<file path="config.mk">
export PLATFORM = sky130hd
export DESIGN_NAME = apc_controller
export DESIGN_NICKNAME = d
export VERILOG_FILES = /design/src/apc_pkg.sv /design/src/apc_controller.sv
export VERILOG_INCLUDE_DIRS = /design/src
export SDC_FILE = /design/constraint.sdc
export NUM_CORES = 2
export LEC_CHECK = 0
export ABC_AREA = 0
export BUFFER_PORTS_ARGS = -buffer_cell sky130_fd_sc_hd__buf_2
export CAP_MARGIN = 20
export CORE_UTILIZATION = 35
export CTS_CLUSTER_SIZE = 28
export DETAILED_ROUTE_END_ITERATION = 10
export GPL_ROUTABILITY_DRIVEN = 0
export SETUP_SLACK_MARGIN = 0.15
export SKIP_LAST_GASP = 1
export SYNTH_ARGS = -nofsm -noshare
export SYNTH_HDL_FRONTEND = slang
export SYNTH_SLANG_ARGS = --single-unit
export TNS_END_PERCENT = 1
</file>
<file path="constraint.sdc">
create_clock -name core_clk -period 58.1 [get_ports core_clk]
set_input_delay 11.62 -clock core_clk [delete_from_list [all_inputs] [get_ports core_clk]]
set_output_delay 11.62 -clock core_clk [all_outputs]
set_load 0.1 [all_outputs]
</file>
<file path="src/apc_defs.svh">
// register offsets, reset values and timing constants of the power controller
`ifndef APC_DEFS_SVH
`define APC_DEFS_SVH

// register byte offsets, one aligned 32-bit word each
`define APC_OFS_CTRL 8'h00
`define APC_OFS_KEYSET 8'h04
`define APC_OFS_SERSET 8'h08
`define APC_OFS_DUTY 8'h0C
`define APC_OFS_PROC 8'h10
`define APC_OFS_SOFT 8'h14
`define APC_OFS_CURLIM 8'h18
`define APC_OFS_MONITOR 8'h1C
`define APC_OFS_STATUS 8'h20
`define APC_OFS_FIRE 8'h24

// reset values
`define APC_CTRL_RST 14'h0000
`define APC_PCT_RST 7'h00
`define APC_DUTY_RST 7'h64
`define APC_PROC_RST 24'h640000
`define APC_SOFT_RST 8'h00
`define APC_CURLIM_RST 12'hFFF

// percent arithmetic: divide by 100 as multiply by 656 then shift by 16
`define APC_PCT_MAX 7'h64
`define APC_RECIP_100 32'h0000_0290
`define APC_RECIP_SHIFT 16

// analog span of a 12-bit converter: 4 mA / 1 V sits at one fifth of full
`define APC_ANA_ZERO 12'h333
`define APC_ANA_FULL 12'hFFF
`define APC_POT_FULL 16'h00FF

// soft-start ramp step time, one percent per step unit
`define APC_CLK_MHZ 250
`define APC_RAMP_STEP_US 1000
`define APC_RAMP_STEP_CYC (`APC_RAMP_STEP_US * `APC_CLK_MHZ)

`endif

</file>
<file path="src/apc_pkg.sv">
// types shared by the power controller design
package apc_pkg;

    typedef enum logic [1:0] {
        APC_M_PHASE = 2'b00,
        APC_M_CYCLE = 2'b01,
        APC_M_ONOFF = 2'b10
    } apc_method_t;

    typedef enum logic [1:0] {
        APC_A_ANALOG = 2'b00,
        APC_A_SERIAL = 2'b01,
        APC_A_ONOFF = 2'b10
    } apc_auto_t;

    typedef enum logic [1:0] {
        APC_E_NONE = 2'b00,
        APC_E_METHOD = 2'b01,
        APC_E_AUTOMAN = 2'b10
    } apc_evt_t;

    typedef enum logic [2:0] {
        APC_MON_INPUT = 3'b000,
        APC_MON_DUTY = 3'b001,
        APC_MON_OUTPUT = 3'b010,
        APC_MON_PHASE = 3'b011,
        APC_MON_CURRENT = 3'b100
    } apc_mon_item_t;

    typedef enum logic [1:0] {
        APC_FS_IDLE = 2'b00,
        APC_FS_DELAY = 2'b01,
        APC_FS_CONDUCT = 2'b10,
        APC_FS_BLOCK = 2'b11
    } apc_fire_t;

    // control word, bits 13..0 of the control register
    typedef struct packed {
        logic cfgLevel;
        logic [1:0] evtAssign;
        logic manKeys;
        logic [1:0] autoSrc;
        logic manual;
        logic [1:0] curve;
        logic [1:0] method;
        logic [2:0] monSel;
    } apc_ctrl_t;

    typedef struct packed {
        logic [7:0] upper;
        logic [7:0] lower;
        logic [7:0] baseUp;
    } apc_proc_t;

    typedef struct packed {
        logic [2:0] item;
        logic [11:0] value;
    } apc_mon_t;

endpackage

</file>
<file path="src/apc_controller.sv">
// setpoint selection, output processing and thyristor firing control
`timescale 1ns/1ps
`include "apc_defs.svh"

// How it works
// RULE1: three load methods: phase angle, half-cycle optimum cycle, ON/OFF.
// RULE2: phase and cycle control may be swapped while the load runs.
// RULE3: phase control varies conducting part of each half cycle.
// RULE4: cycle control decides on or off for every single half cycle.
// RULE5: cycle control changes the switch only at a mains zero crossing.
// RULE6: ON/OFF control gates the load by the external binary command.
// RULE7: ON/OFF phase angle comes from the manual setting, keys or pot; code forces manual only for the ON/OFF source, not for method ON/OFF.
// RULE8: phase control offers four selectable output-to-phase curves.
// RULE9: five monitor items: input, duty, output, phase angle, load current.
// RULE10: after restart the monitor shows the input value item.
// RULE11: input monitor shows the main setting in force, auto or manual.
// RULE12: duty value is internal duty times external duty, in percent.
// RULE13: output is input with base-up, limits, soft ramp, current limit.
// RULE14: with no processing active the output equals the input.
// RULE15: phase angle follows the curve; proportional mode equals output.
// RULE16: load current monitor exists only on constant-current variants.
// RULE17: main setting from one of analog, serial, ON/OFF, pot or keys.
// RULE18: analog span maps linearly onto zero to 100 percent.
// RULE19: host writes the serial setting; device adopts it as input.
// RULE20: with ON/OFF source the command only gates; input is manual.
// RULE21: key setting clears to zero on restart.
// RULE22: serially written setting is zero after restart.
// RULE23: the pot maps onto the input value non-linearly.
// RULE24: event input open selects automatic, closed selects manual.
// RULE25: configuration level holds the load off; runs after power-up.
// RULE26: duty product and output saturate within zero to 100 percent.
// RULE27: firing decisions are timed from the synchronised zero crossing.
module apc_controller #(
    parameter int RAMP_STEP_CYC = `APC_RAMP_STEP_CYC,
    parameter int HC_W = 24,
    parameter bit CONST_CURRENT = 1'b1
) (
    input wire logic core_clk,
    input wire logic rst_n,
    input wire logic [7:0] avs_address,
    input wire logic avs_read,
    input wire logic avs_write,
    input wire logic [31:0] avs_writedata,
    input wire logic [3:0] avs_byteenable,
    output logic [31:0] avs_readdata,
    output logic avs_waitrequest,
    input wire logic [11:0] anaCode,
    input wire logic [7:0] potMainCode,
    input wire logic [7:0] potDutyCode,
    input wire logic [11:0] loadCurrent,
    input wire logic onOffCmdPin,
    input wire logic eventPin,
    input wire logic zeroCrossPin,
    output logic gateOut,
    output apc_pkg::apc_mon_t monitorOut
);
    import apc_pkg::*;

    localparam int RW = $clog2(RAMP_STEP_CYC + 1);

    // a times b over 100, saturated at 100; inputs never exceed 100
    function automatic logic [6:0] pctMul(input logic [6:0] a,
                                          input logic [6:0] b);
        logic [31:0] p;
        p = 32'(a) * 32'(b) * `APC_RECIP_100;
        p = p >> `APC_RECIP_SHIFT;
        if (p > 32'(`APC_PCT_MAX)) begin
            p = 32'(`APC_PCT_MAX);
        end
        return p[6:0];
    endfunction

    // clamp an 8-bit value to 100
    function automatic logic [6:0] sat100(input logic [7:0] x);
        if (x > 8'(`APC_PCT_MAX)) begin
            return `APC_PCT_MAX;
        end
        return x[6:0];
    endfunction

    // linear 8-bit pot code to percent
    function automatic logic [6:0] potPct(input logic [7:0] c);
        logic [15:0] p;
        p = 16'(c) * 16'(`APC_PCT_MAX) / `APC_POT_FULL;
        return p[6:0];
    endfunction

    // output value to phase angle; curve 0 is proportional to phase
    function automatic logic [6:0] curveMap(input logic [1:0] crv,
                                            input logic [6:0] x);
        logic [6:0] sq;
        logic [6:0] inv;
        logic [7:0] sum;
        sq = pctMul(x, x);
        inv = pctMul(7'(`APC_PCT_MAX - x), 7'(`APC_PCT_MAX - x));
        sum = 8'(x) + 8'(sq);
        unique case (crv)
            2'b00: return x;
            2'b01: return 7'(`APC_PCT_MAX - inv);
            2'b10: return sq;
            2'b11: return sum[7:1];
        endcase
    endfunction

    // byte-enable merge for register writes
    function automatic logic [31:0] wrMerge(input logic [31:0] old,
                                            input logic [31:0] wd,
                                            input logic [3:0] be);
        logic [31:0] r;
        r = old;
        for (int i = 0; i < 4; i++) begin
            if (be[i]) begin
                r[i*8 +: 8] = wd[i*8 +: 8];
            end
        end
        return r;
    endfunction

    logic waitReq_r;
    logic [31:0] rdData_r;
    logic [31:0] rdNxt;
    logic wrEn;
    logic [31:0] wrWord;
    apc_ctrl_t ctrl_r;
    logic [6:0] keySet_r;
    logic [6:0] serSet_r;
    logic [6:0] intDuty_r;
    apc_proc_t proc_r;
    logic [7:0] softUp_r;
    logic [7:0] softDn_r;
    logic [11:0] curLim_r;
    logic [2:0] sync1_r;
    logic [2:0] sync2_r;
    logic zcPrev_r;
    logic zcPulse;
    logic cmdOn;
    logic evtClosed;
    logic manualSel;
    logic [6:0] anaPct;
    logic [6:0] inNxt;
    logic [6:0] inVal_r;
    logic [6:0] dutyVal_r;
    logic [6:0] outVal_r;
    logic [6:0] phase_r;
    logic [6:0] effPh_r;
    logic [6:0] target;
    logic [6:0] curTrim_r;
    logic [RW-1:0] rampCnt_r;
    logic rampTick_r;
    logic [7:0] upCnt_r;
    logic [7:0] dnCnt_r;
    apc_method_t effMethod;
    apc_method_t method_r;
    apc_fire_t fire_r;
    logic gate_r;
    logic [HC_W-1:0] halfCnt_r;
    logic [HC_W-1:0] halfLen_r;
    logic [HC_W-1:0] fireAt_r;
    logic [HC_W-1:0] fireNxt;
    logic [7:0] acc_r;
    logic [7:0] accSum;
    apc_mon_t mon_r;

    // bus slave: one wait cycle, then the answer at the next edge
    always_ff @(posedge core_clk) begin
        if (!rst_n) begin
            waitReq_r <= 1'b1;
            rdData_r <= 32'h0000_0000;
        end else if ((avs_read || avs_write) && waitReq_r) begin
            waitReq_r <= 1'b0;
            rdData_r <= avs_read ? rdNxt : rdData_r;
        end else begin
            waitReq_r <= 1'b1;
        end
    end

    assign avs_waitrequest = waitReq_r;
    assign avs_readdata = rdData_r;
    assign wrEn = avs_write && !waitReq_r;

    // read decode; unmapped offsets read as zero
    always_comb begin
        rdNxt = 32'h0000_0000;
        unique case (avs_address)
            `APC_OFS_CTRL: rdNxt = 32'(ctrl_r);
            `APC_OFS_KEYSET: rdNxt = 32'(keySet_r);
            `APC_OFS_SERSET: rdNxt = 32'(serSet_r);
            `APC_OFS_DUTY: rdNxt = 32'(intDuty_r);
            `APC_OFS_PROC: rdNxt = 32'(proc_r);
            `APC_OFS_SOFT: rdNxt = {16'h0000, softDn_r, softUp_r};
            `APC_OFS_CURLIM: rdNxt = 32'(curLim_r);
            `APC_OFS_MONITOR: rdNxt = 32'(mon_r);
            `APC_OFS_STATUS: rdNxt = {1'b0, phase_r, 1'b0, outVal_r,
                                      1'b0, dutyVal_r, 1'b0, inVal_r};
            `APC_OFS_FIRE: rdNxt = {26'h0, gate_r, fire_r, method_r, 1'b0};
            default: rdNxt = 32'h0000_0000;
        endcase
    end

    // writeable registers; settings clear at restart [RULE21] [RULE22]
    always_ff @(posedge core_clk) begin
        if (!rst_n) begin
            ctrl_r <= `APC_CTRL_RST;
            keySet_r <= `APC_PCT_RST;
            serSet_r <= `APC_PCT_RST;
            intDuty_r <= `APC_DUTY_RST;
            proc_r <= `APC_PROC_RST;
            softUp_r <= `APC_SOFT_RST;
            softDn_r <= `APC_SOFT_RST;
            curLim_r <= `APC_CURLIM_RST;
        end else if (wrEn) begin
            unique case (avs_address)
                `APC_OFS_CTRL: ctrl_r <= wrWord[13:0];
                `APC_OFS_KEYSET: keySet_r <= sat100(wrWord[7:0]);
                `APC_OFS_SERSET: serSet_r <= sat100(wrWord[7:0]); // [RULE19]
                `APC_OFS_DUTY: intDuty_r <= sat100(wrWord[7:0]);
                `APC_OFS_PROC: proc_r <= wrWord[23:0];
                `APC_OFS_SOFT: begin
                    softUp_r <= wrWord[7:0];
                    softDn_r <= wrWord[15:8];
                end
                `APC_OFS_CURLIM: curLim_r <= wrWord[11:0];
                default: ;
            endcase
        end
    end

    always_comb begin
        wrWord = wrMerge(rdNxt, avs_writedata, avs_byteenable);
    end

    // two-flop synchronisers for command, event and zero-cross pins
    always_ff @(posedge core_clk) begin
        if (!rst_n) begin
            sync1_r <= 3'h0;
            sync2_r <= 3'h0;
            zcPrev_r <= 1'b0;
        end else begin
            sync1_r <= {zeroCrossPin, eventPin, onOffCmdPin};
            sync2_r <= sync1_r;
            zcPrev_r <= sync2_r[2];
        end
    end

    assign cmdOn = sync2_r[0];
    assign evtClosed = sync2_r[1];
    assign zcPulse = sync2_r[2] && !zcPrev_r; // [RULE27]

    // linear analog span, below 4 mA reads zero [RULE18]
    always_comb begin
        logic [31:0] d;
        d = 32'h0000_0000;
        if (anaCode > `APC_ANA_ZERO) begin
            d = 32'(anaCode - `APC_ANA_ZERO) * 32'(`APC_PCT_MAX)
                / 32'(`APC_ANA_FULL - `APC_ANA_ZERO);
        end
        anaPct = sat100(d[7:0]);
    end

    // source choice: ON/OFF source always takes the manual value
    always_comb begin
        logic [6:0] manVal;
        logic [6:0] autoVal;
        // pot follows a square law, not a straight line [RULE23]
        manVal = ctrl_r.manKeys ? keySet_r
                 : pctMul(potPct(potMainCode), potPct(potMainCode));
        autoVal = (ctrl_r.autoSrc == APC_A_SERIAL) ? serSet_r : anaPct;
        manualSel = ctrl_r.manual;
        if (ctrl_r.autoSrc == APC_A_ONOFF) begin
            manualSel = 1'b1; // [RULE20] [RULE7]
        end else if (ctrl_r.evtAssign == APC_E_AUTOMAN) begin
            manualSel = evtClosed; // [RULE24]
        end
        inNxt = manualSel ? manVal : autoVal; // [RULE17]
    end

    // base-up, limits and current trim give the ramp target [RULE13]
    always_comb begin
        logic [7:0] based;
        logic [6:0] lo;
        logic [6:0] hi;
        based = 8'(inVal_r) + 8'(sat100(proc_r.baseUp));
        lo = sat100(proc_r.lower);
        hi = sat100(proc_r.upper);
        target = sat100(based); // [RULE26]
        if (target > hi) begin
            target = hi;
        end
        if (target < lo) begin
            target = lo;
        end
        target = (target > curTrim_r) ? 7'(target - curTrim_r) : 7'h00;
    end

    // ramp time base shared by soft start and current limiting
    always_ff @(posedge core_clk) begin
        if (!rst_n) begin
            rampCnt_r <= '0;
            rampTick_r <= 1'b0;
        end else if (rampCnt_r == RW'(RAMP_STEP_CYC - 1)) begin
            rampCnt_r <= '0;
            rampTick_r <= 1'b1;
        end else begin
            rampCnt_r <= rampCnt_r + 1'b1;
            rampTick_r <= 1'b0;
        end
    end

    // current trim climbs while over the limit, decays when below
    always_ff @(posedge core_clk) begin
        if (!rst_n) begin
            curTrim_r <= 7'h00;
        end else if (!CONST_CURRENT) begin
            curTrim_r <= 7'h00;
        end else if (rampTick_r) begin
            if (loadCurrent > curLim_r && curTrim_r < `APC_PCT_MAX) begin
                curTrim_r <= curTrim_r + 1'b1; // [RULE13]
            end else if (loadCurrent <= curLim_r && curTrim_r != 7'h00) begin
                curTrim_r <= curTrim_r - 1'b1;
            end
        end
    end

    // input, duty, output and phase pipeline
    always_ff @(posedge core_clk) begin
        if (!rst_n) begin
            inVal_r <= 7'h00;
            dutyVal_r <= `APC_DUTY_RST;
            phase_r <= 7'h00;
            effPh_r <= 7'h00;
        end else begin
            inVal_r <= inNxt; // [RULE11]
            dutyVal_r <= pctMul(intDuty_r, potPct(potDutyCode)); // [RULE12]
            phase_r <= curveMap(ctrl_r.curve, outVal_r); // [RULE8] [RULE15]
            effPh_r <= pctMul(phase_r, dutyVal_r); // [RULE26]
        end
    end

    // soft ramp, one percent per set number of steps; zero is instant
    always_ff @(posedge core_clk) begin
        if (!rst_n) begin
            outVal_r <= 7'h00;
            upCnt_r <= 8'h00;
            dnCnt_r <= 8'h00;
        end else if (outVal_r < target) begin
            dnCnt_r <= 8'h00;
            if (softUp_r == 8'h00) begin
                outVal_r <= target; // [RULE14]
            end else if (rampTick_r) begin
                if (upCnt_r + 8'h01 >= softUp_r) begin
                    upCnt_r <= 8'h00;
                    outVal_r <= outVal_r + 1'b1; // [RULE13]
                end else begin
                    upCnt_r <= upCnt_r + 8'h01;
                end
            end
        end else if (outVal_r > target) begin
            upCnt_r <= 8'h00;
            if (softDn_r == 8'h00) begin
                outVal_r <= target; // [RULE14]
            end else if (rampTick_r) begin
                if (dnCnt_r + 8'h01 >= softDn_r) begin
                    dnCnt_r <= 8'h00;
                    outVal_r <= outVal_r - 1'b1;
                end else begin
                    dnCnt_r <= dnCnt_r + 8'h01;
                end
            end
        end else begin
            upCnt_r <= 8'h00;
            dnCnt_r <= 8'h00;
        end
    end

    // method picked now, applied at the next zero crossing [RULE2]
    always_comb begin
        if (ctrl_r.autoSrc == APC_A_ONOFF
            || ctrl_r.method == APC_M_ONOFF) begin
            effMethod = APC_M_ONOFF; // [RULE1]
        end else if (ctrl_r.evtAssign == APC_E_METHOD) begin
            effMethod = evtClosed ? APC_M_CYCLE : APC_M_PHASE;
        end else if (ctrl_r.method == APC_M_CYCLE) begin
            effMethod = APC_M_CYCLE;
        end else begin
            effMethod = APC_M_PHASE;
        end
    end

    // half-cycle timer, restarted by each zero crossing [RULE27]
    always_ff @(posedge core_clk) begin
        if (!rst_n) begin
            halfCnt_r <= '0;
            halfLen_r <= '0;
        end else if (zcPulse) begin
            halfCnt_r <= '0;
            halfLen_r <= halfCnt_r;
        end else if (halfCnt_r != '1) begin
            halfCnt_r <= halfCnt_r + 1'b1;
        end
    end

    // firing delay: the last half length times the non-conducting share
    always_comb begin
        logic [63:0] p;
        p = 64'(halfCnt_r) * 64'(`APC_PCT_MAX - effPh_r)
            * 64'(`APC_RECIP_100);
        p = p >> `APC_RECIP_SHIFT;
        fireNxt = p[HC_W-1:0]; // [RULE3]
        accSum = 8'(acc_r) + 8'(effPh_r);
    end

    // firing state machine; the gate drops at a zero crossing unless cycle control fires that half
    always_ff @(posedge core_clk) begin
        if (!rst_n) begin
            fire_r <= APC_FS_IDLE;
            gate_r <= 1'b0;
            acc_r <= 8'h00;
            method_r <= APC_M_PHASE;
            fireAt_r <= '0;
        end else if (ctrl_r.cfgLevel) begin
            fire_r <= APC_FS_IDLE; // [RULE25]
            gate_r <= 1'b0;
            acc_r <= 8'h00;
        end else if (zcPulse) begin
            method_r <= effMethod;
            fireAt_r <= fireNxt;
            unique case (effMethod)
                APC_M_CYCLE: begin
                    // carry accumulator spreads on halves evenly [RULE4]
                    if (accSum >= 8'(`APC_PCT_MAX)) begin
                        acc_r <= accSum - 8'(`APC_PCT_MAX);
                        gate_r <= 1'b1; // [RULE5]
                        fire_r <= APC_FS_CONDUCT;
                    end else begin
                        acc_r <= accSum;
                        gate_r <= 1'b0; // [RULE5]
                        fire_r <= APC_FS_BLOCK;
                    end
                end
                APC_M_PHASE, APC_M_ONOFF: begin
                    acc_r <= 8'h00;
                    gate_r <= 1'b0;
                    if (effPh_r == 7'h00
                        || (effMethod == APC_M_ONOFF && !cmdOn)) begin
                        fire_r <= APC_FS_BLOCK; // [RULE6]
                    end else begin
                        fire_r <= APC_FS_DELAY;
                    end
                end
                default: begin
                    gate_r <= 1'b0;
                    fire_r <= APC_FS_BLOCK;
                end
            endcase
        end else begin
            unique case (fire_r)
                APC_FS_DELAY: begin
                    if (halfCnt_r >= fireAt_r) begin
                        gate_r <= 1'b1; // [RULE3]
                        fire_r <= APC_FS_CONDUCT;
                    end
                end
                APC_FS_IDLE, APC_FS_CONDUCT, APC_FS_BLOCK: ;
            endcase
        end
    end

    assign gateOut = gate_r;

    // monitor item and value; current only on constant-current builds
    always_ff @(posedge core_clk) begin
        if (!rst_n) begin
            mon_r <= '0; // [RULE10]
        end else begin
            mon_r.item <= ctrl_r.monSel;
            unique case (ctrl_r.monSel)
                APC_MON_INPUT: mon_r.value <= 12'(inVal_r); // [RULE9]
                APC_MON_DUTY: mon_r.value <= 12'(dutyVal_r);
                APC_MON_OUTPUT: mon_r.value <= 12'(outVal_r);
                APC_MON_PHASE: mon_r.value <= 12'(phase_r);
                APC_MON_CURRENT:
                    mon_r.value <= CONST_CURRENT ? loadCurrent
                                                 : 12'h000; // [RULE16]
                default: mon_r.value <= 12'h000;
            endcase
        end
    end

    assign monitorOut = mon_r;

endmodule

</file>
==> results.md <==
- Commonest cells after routing, fill and taps aside: 738 x ha_1, 667 x inv_1, 523 x nand2_1
- # DRC: 0
- Starting DRT DRC Count: 2390
- Slew @ Worst Pin: 1.23 ns
- Core area: 0.131 sq mm
- DRT antenna net count: 0
- Synth warnings: 0
- Starting Density: 35.3%
- Final Hold Vio Count: 0
- Port bufs: 129
- Complex-gate fraction of the synthesized area: 18.0%
- Synth cell types: 130
- #FFs+latches synth: 279
- Final Max Tran Viols: 0
- Nets: 6911
- Clock transition at path regs: 0.06 ns
- Hold_buf cts: 0
- Critical path capture point type: register
- Post-layout min period: 29.13 ns
- Final setup fails: 0
- Slew headroom: 18.0%
- Fillers: 13600
- Simple-gate portion of the synthesized area: 19.7%
- WL per Instance: 16.4 microns
- Cell area after synthesis: 0.0463 sq mm
- Skew final: 0.0242 ns
- Fmax: 0.0343 GHz
- Family with the most delay on the worst path: compound AO/OA/AOI/OAI gates
- Tcrit/Tclk final: 50.1%
- Mean Syn Cell Area: 8.03 sq um
- Clock Sinks: 279
- Post-synthesis xor/xnor area fraction: 6.81%
- Ys async rst share: 0%
- Post-Route WL: 124000 microns
- CTS Buf Count: 35
- EDFF count, synth: 0
- Via/cell ratio: 5.30
- Tot GR Track Use: 18.4%
- Cell mode on critical path: a21oi_1
- HP Start: sync1_r[0]$_SDFF_PN0_
- HPWL after DPL: 101000 microns
- Bufs and invs on worst path: 8
- Cells after Synth: 5766
- Vias in the first global route: 39800
- Worst reg2reg path startpoint: effPh_r[0]$_SDFF_PP0_
- Commonest non-fill, non-tap cell in the layout: ha_1
- I/O Pins: 140
- Drt pass-1 iters: 6
- Die ar.: 0.134 sq mm
- Multi-input gate area: 0.0374 sq mm
- Ratio of cells with drive above 1 in the final layout: 5.85%
- Setup tns final: 0 ns
- Post-CTS setup buffer count: 0
- Slowest CP cell: nor4bb_1
- Max-Cap Viols: 0
- Antenna violations before repair: 15
- Run status: completed
- Primary FF master, synth: dfxtp_1
- Area Growth Syn to Fin: 7.61%
- Worst reg2reg setup slack: 45.03 ns
- Post-CTS Resized: 0
- Register area: 0.00559 sq mm
- WS Path Type: input pin to register
- Root buf cell: clkbuf_16
- WP data required: 58.58 ns
- Critical Path AT: 29.61 ns
- Setup crit start: potDutyCode[1]
- Largest family of logic cells by synthesized area: adder cells
- H-tree Lvls: 2
- Worst-path maximum fanout: 13
- Max clock buf depth: 3
- DR vias: 40100
- Largest net degree at the start of global routing: 75
- Total congestion overflow: 0
- Startpoint Class: input pin
- Crit path largest cell delay: 0.68 ns
- Row count: 133
- Adder-cell share of the synthesized area: 33.7%
- First-pass GRT wire length: 206000 microns
- Multiplexer share of the synthesized area: 2.63%
- Die Y: 366 microns
- RSZ-0062 raised after global routing: no
- Die width: 366 microns
- Min-Delay Path Class: register to register
- Seq/Total Area, Yosys: 12.1%
- Clock latency on the worst-skew pair: 0.56 ns
- CTS tree: built
-- cells in the mapped netlist (14+ instances only) --
master    number  area (sq um)
ha_1         738          9230
inv_1        668          2510
nand2_1      523          1960
nor2_1       435          1630
a21oi_1      384          1920
fa_1         314          6290
dfxtp_1      279          5590
xnor2_1      227          1990
and2_1       207          1290
o21ai_0      184           921
clkbuf_1     166           623
xor2_1       127          1110
nand3_1      110           551
nor3_1       106           531
nor2b_1       94           588
nand2b_1      92           576
mux2i_1       82           821
a21o_1        72           541
o21bai_1      69           518
a31oi_1       53           332
and3_1        50           313
o211ai_1      49           368
o21a_1        47           353
a211oi_1      46           345
a22oi_1       44           330
nand4_1       44           275
or3_1         36           225
nor4_1        31           194
mux2_2        25           282
nor3b_1       22           165
o21ai_1       20           100
a221oi_1      19           166
o31ai_1       19           143
or2_2         19           119
a211o_1       14           123
a21boi_0      14           105
and4_1        14           123
-- stage by stage --
| stage | area [sq um] | utilization, % | setup WS [ns] | hold slack [ns] | std cells |
|---|---|---|---|---|---|
| final | 49800 | 37.9 | 28.97 | 0.443 | 7556 |
| after global routing | 49800 | 37.9 | 27.47 | 0.458 | 7552 |
| after CTS | 49800 | 37.9 | 29.00 | 0.452 | 7547 |
| after detailed placement | 48600 | 37.0 | 28.47 | 0.424 | 7483 |
| after global placement | 48600 | 37.0 | 28.64 | 0.430 | 7483 |
| after floorplan | 46300 | - | 30.26 | 0.412 | 5767 |
-- cells by family after synthesis --
group / after synthesis
DFF: 279
adders and majority gates: 1059
muxes: 113
other: 1
AOI/OAI and AO/OA: 1243
and+or+nand+nor: 1843
xor gates and xnor gates: 357
buffers and inverters: 871
-- per-layer routing --
metal  vias up  GRT usage (%)  part of all wire (%)
met5         -              0                 0.099
met1     19100           24.5                    46
met2       872           31.0                    46
met3       169           3.19                   6.3
li1      19900              -                     -
met4        18           3.66                   1.9
-- flip-flops by register name (all words and copies together), names as in the netlist, 8 cells and up --
register      cells
acc_r             8
avs_readdata     31
ctrl_r           14
curLim_r         12
dnCnt_r           8
fireAt_r         24
halfCnt_r        24
monitorOut       15
proc_r           24
rampCnt_r        18
softDn_r          8
softUp_r          8
upCnt_r           8
-- worst paths after layout --
kind	end	cells after the start
worst min register to register	sync2_r[0]$_SDFF_PN0_	1
worst max register to register	fireAt_r[23]$_SDFFE_PN0P_	56
worst min-delay path	sync2_r[0]$_SDFF_PN0_	1
worst max-delay path	dutyVal_r[0]$_SDFF_PP0_	63
-- worst reg2reg max path: cells and delay by family (launching register included) --
family | cells | cell delay [ns]
AOI/OAI and AO/OA | 24 | 4.30
xor gates and xnor gates | 1 | 0.29
adders and majority gates | 8 | 3.61
buffers and inverters | 7 | 1.28
DFF | 1 | 1.00
and+or+nand+nor | 16 | 2.47
-- cell type report --
cell class,instances,share of cell area (%)
Inverter,670,5.05
Clock inverter,14,0.289
Sequential cell,279,11.2
Tap cell,1755,4.41
Multi-Input combinational cell,4617,75.2
Antenna cell,6,0.0301
Clock buffer,50,2.01
Timing Repair Buffer,165,1.85
Power is left out: the tool's default activity adds up to more than one toggle a clock period on the data nets, which glitch-free logic cannot reach.
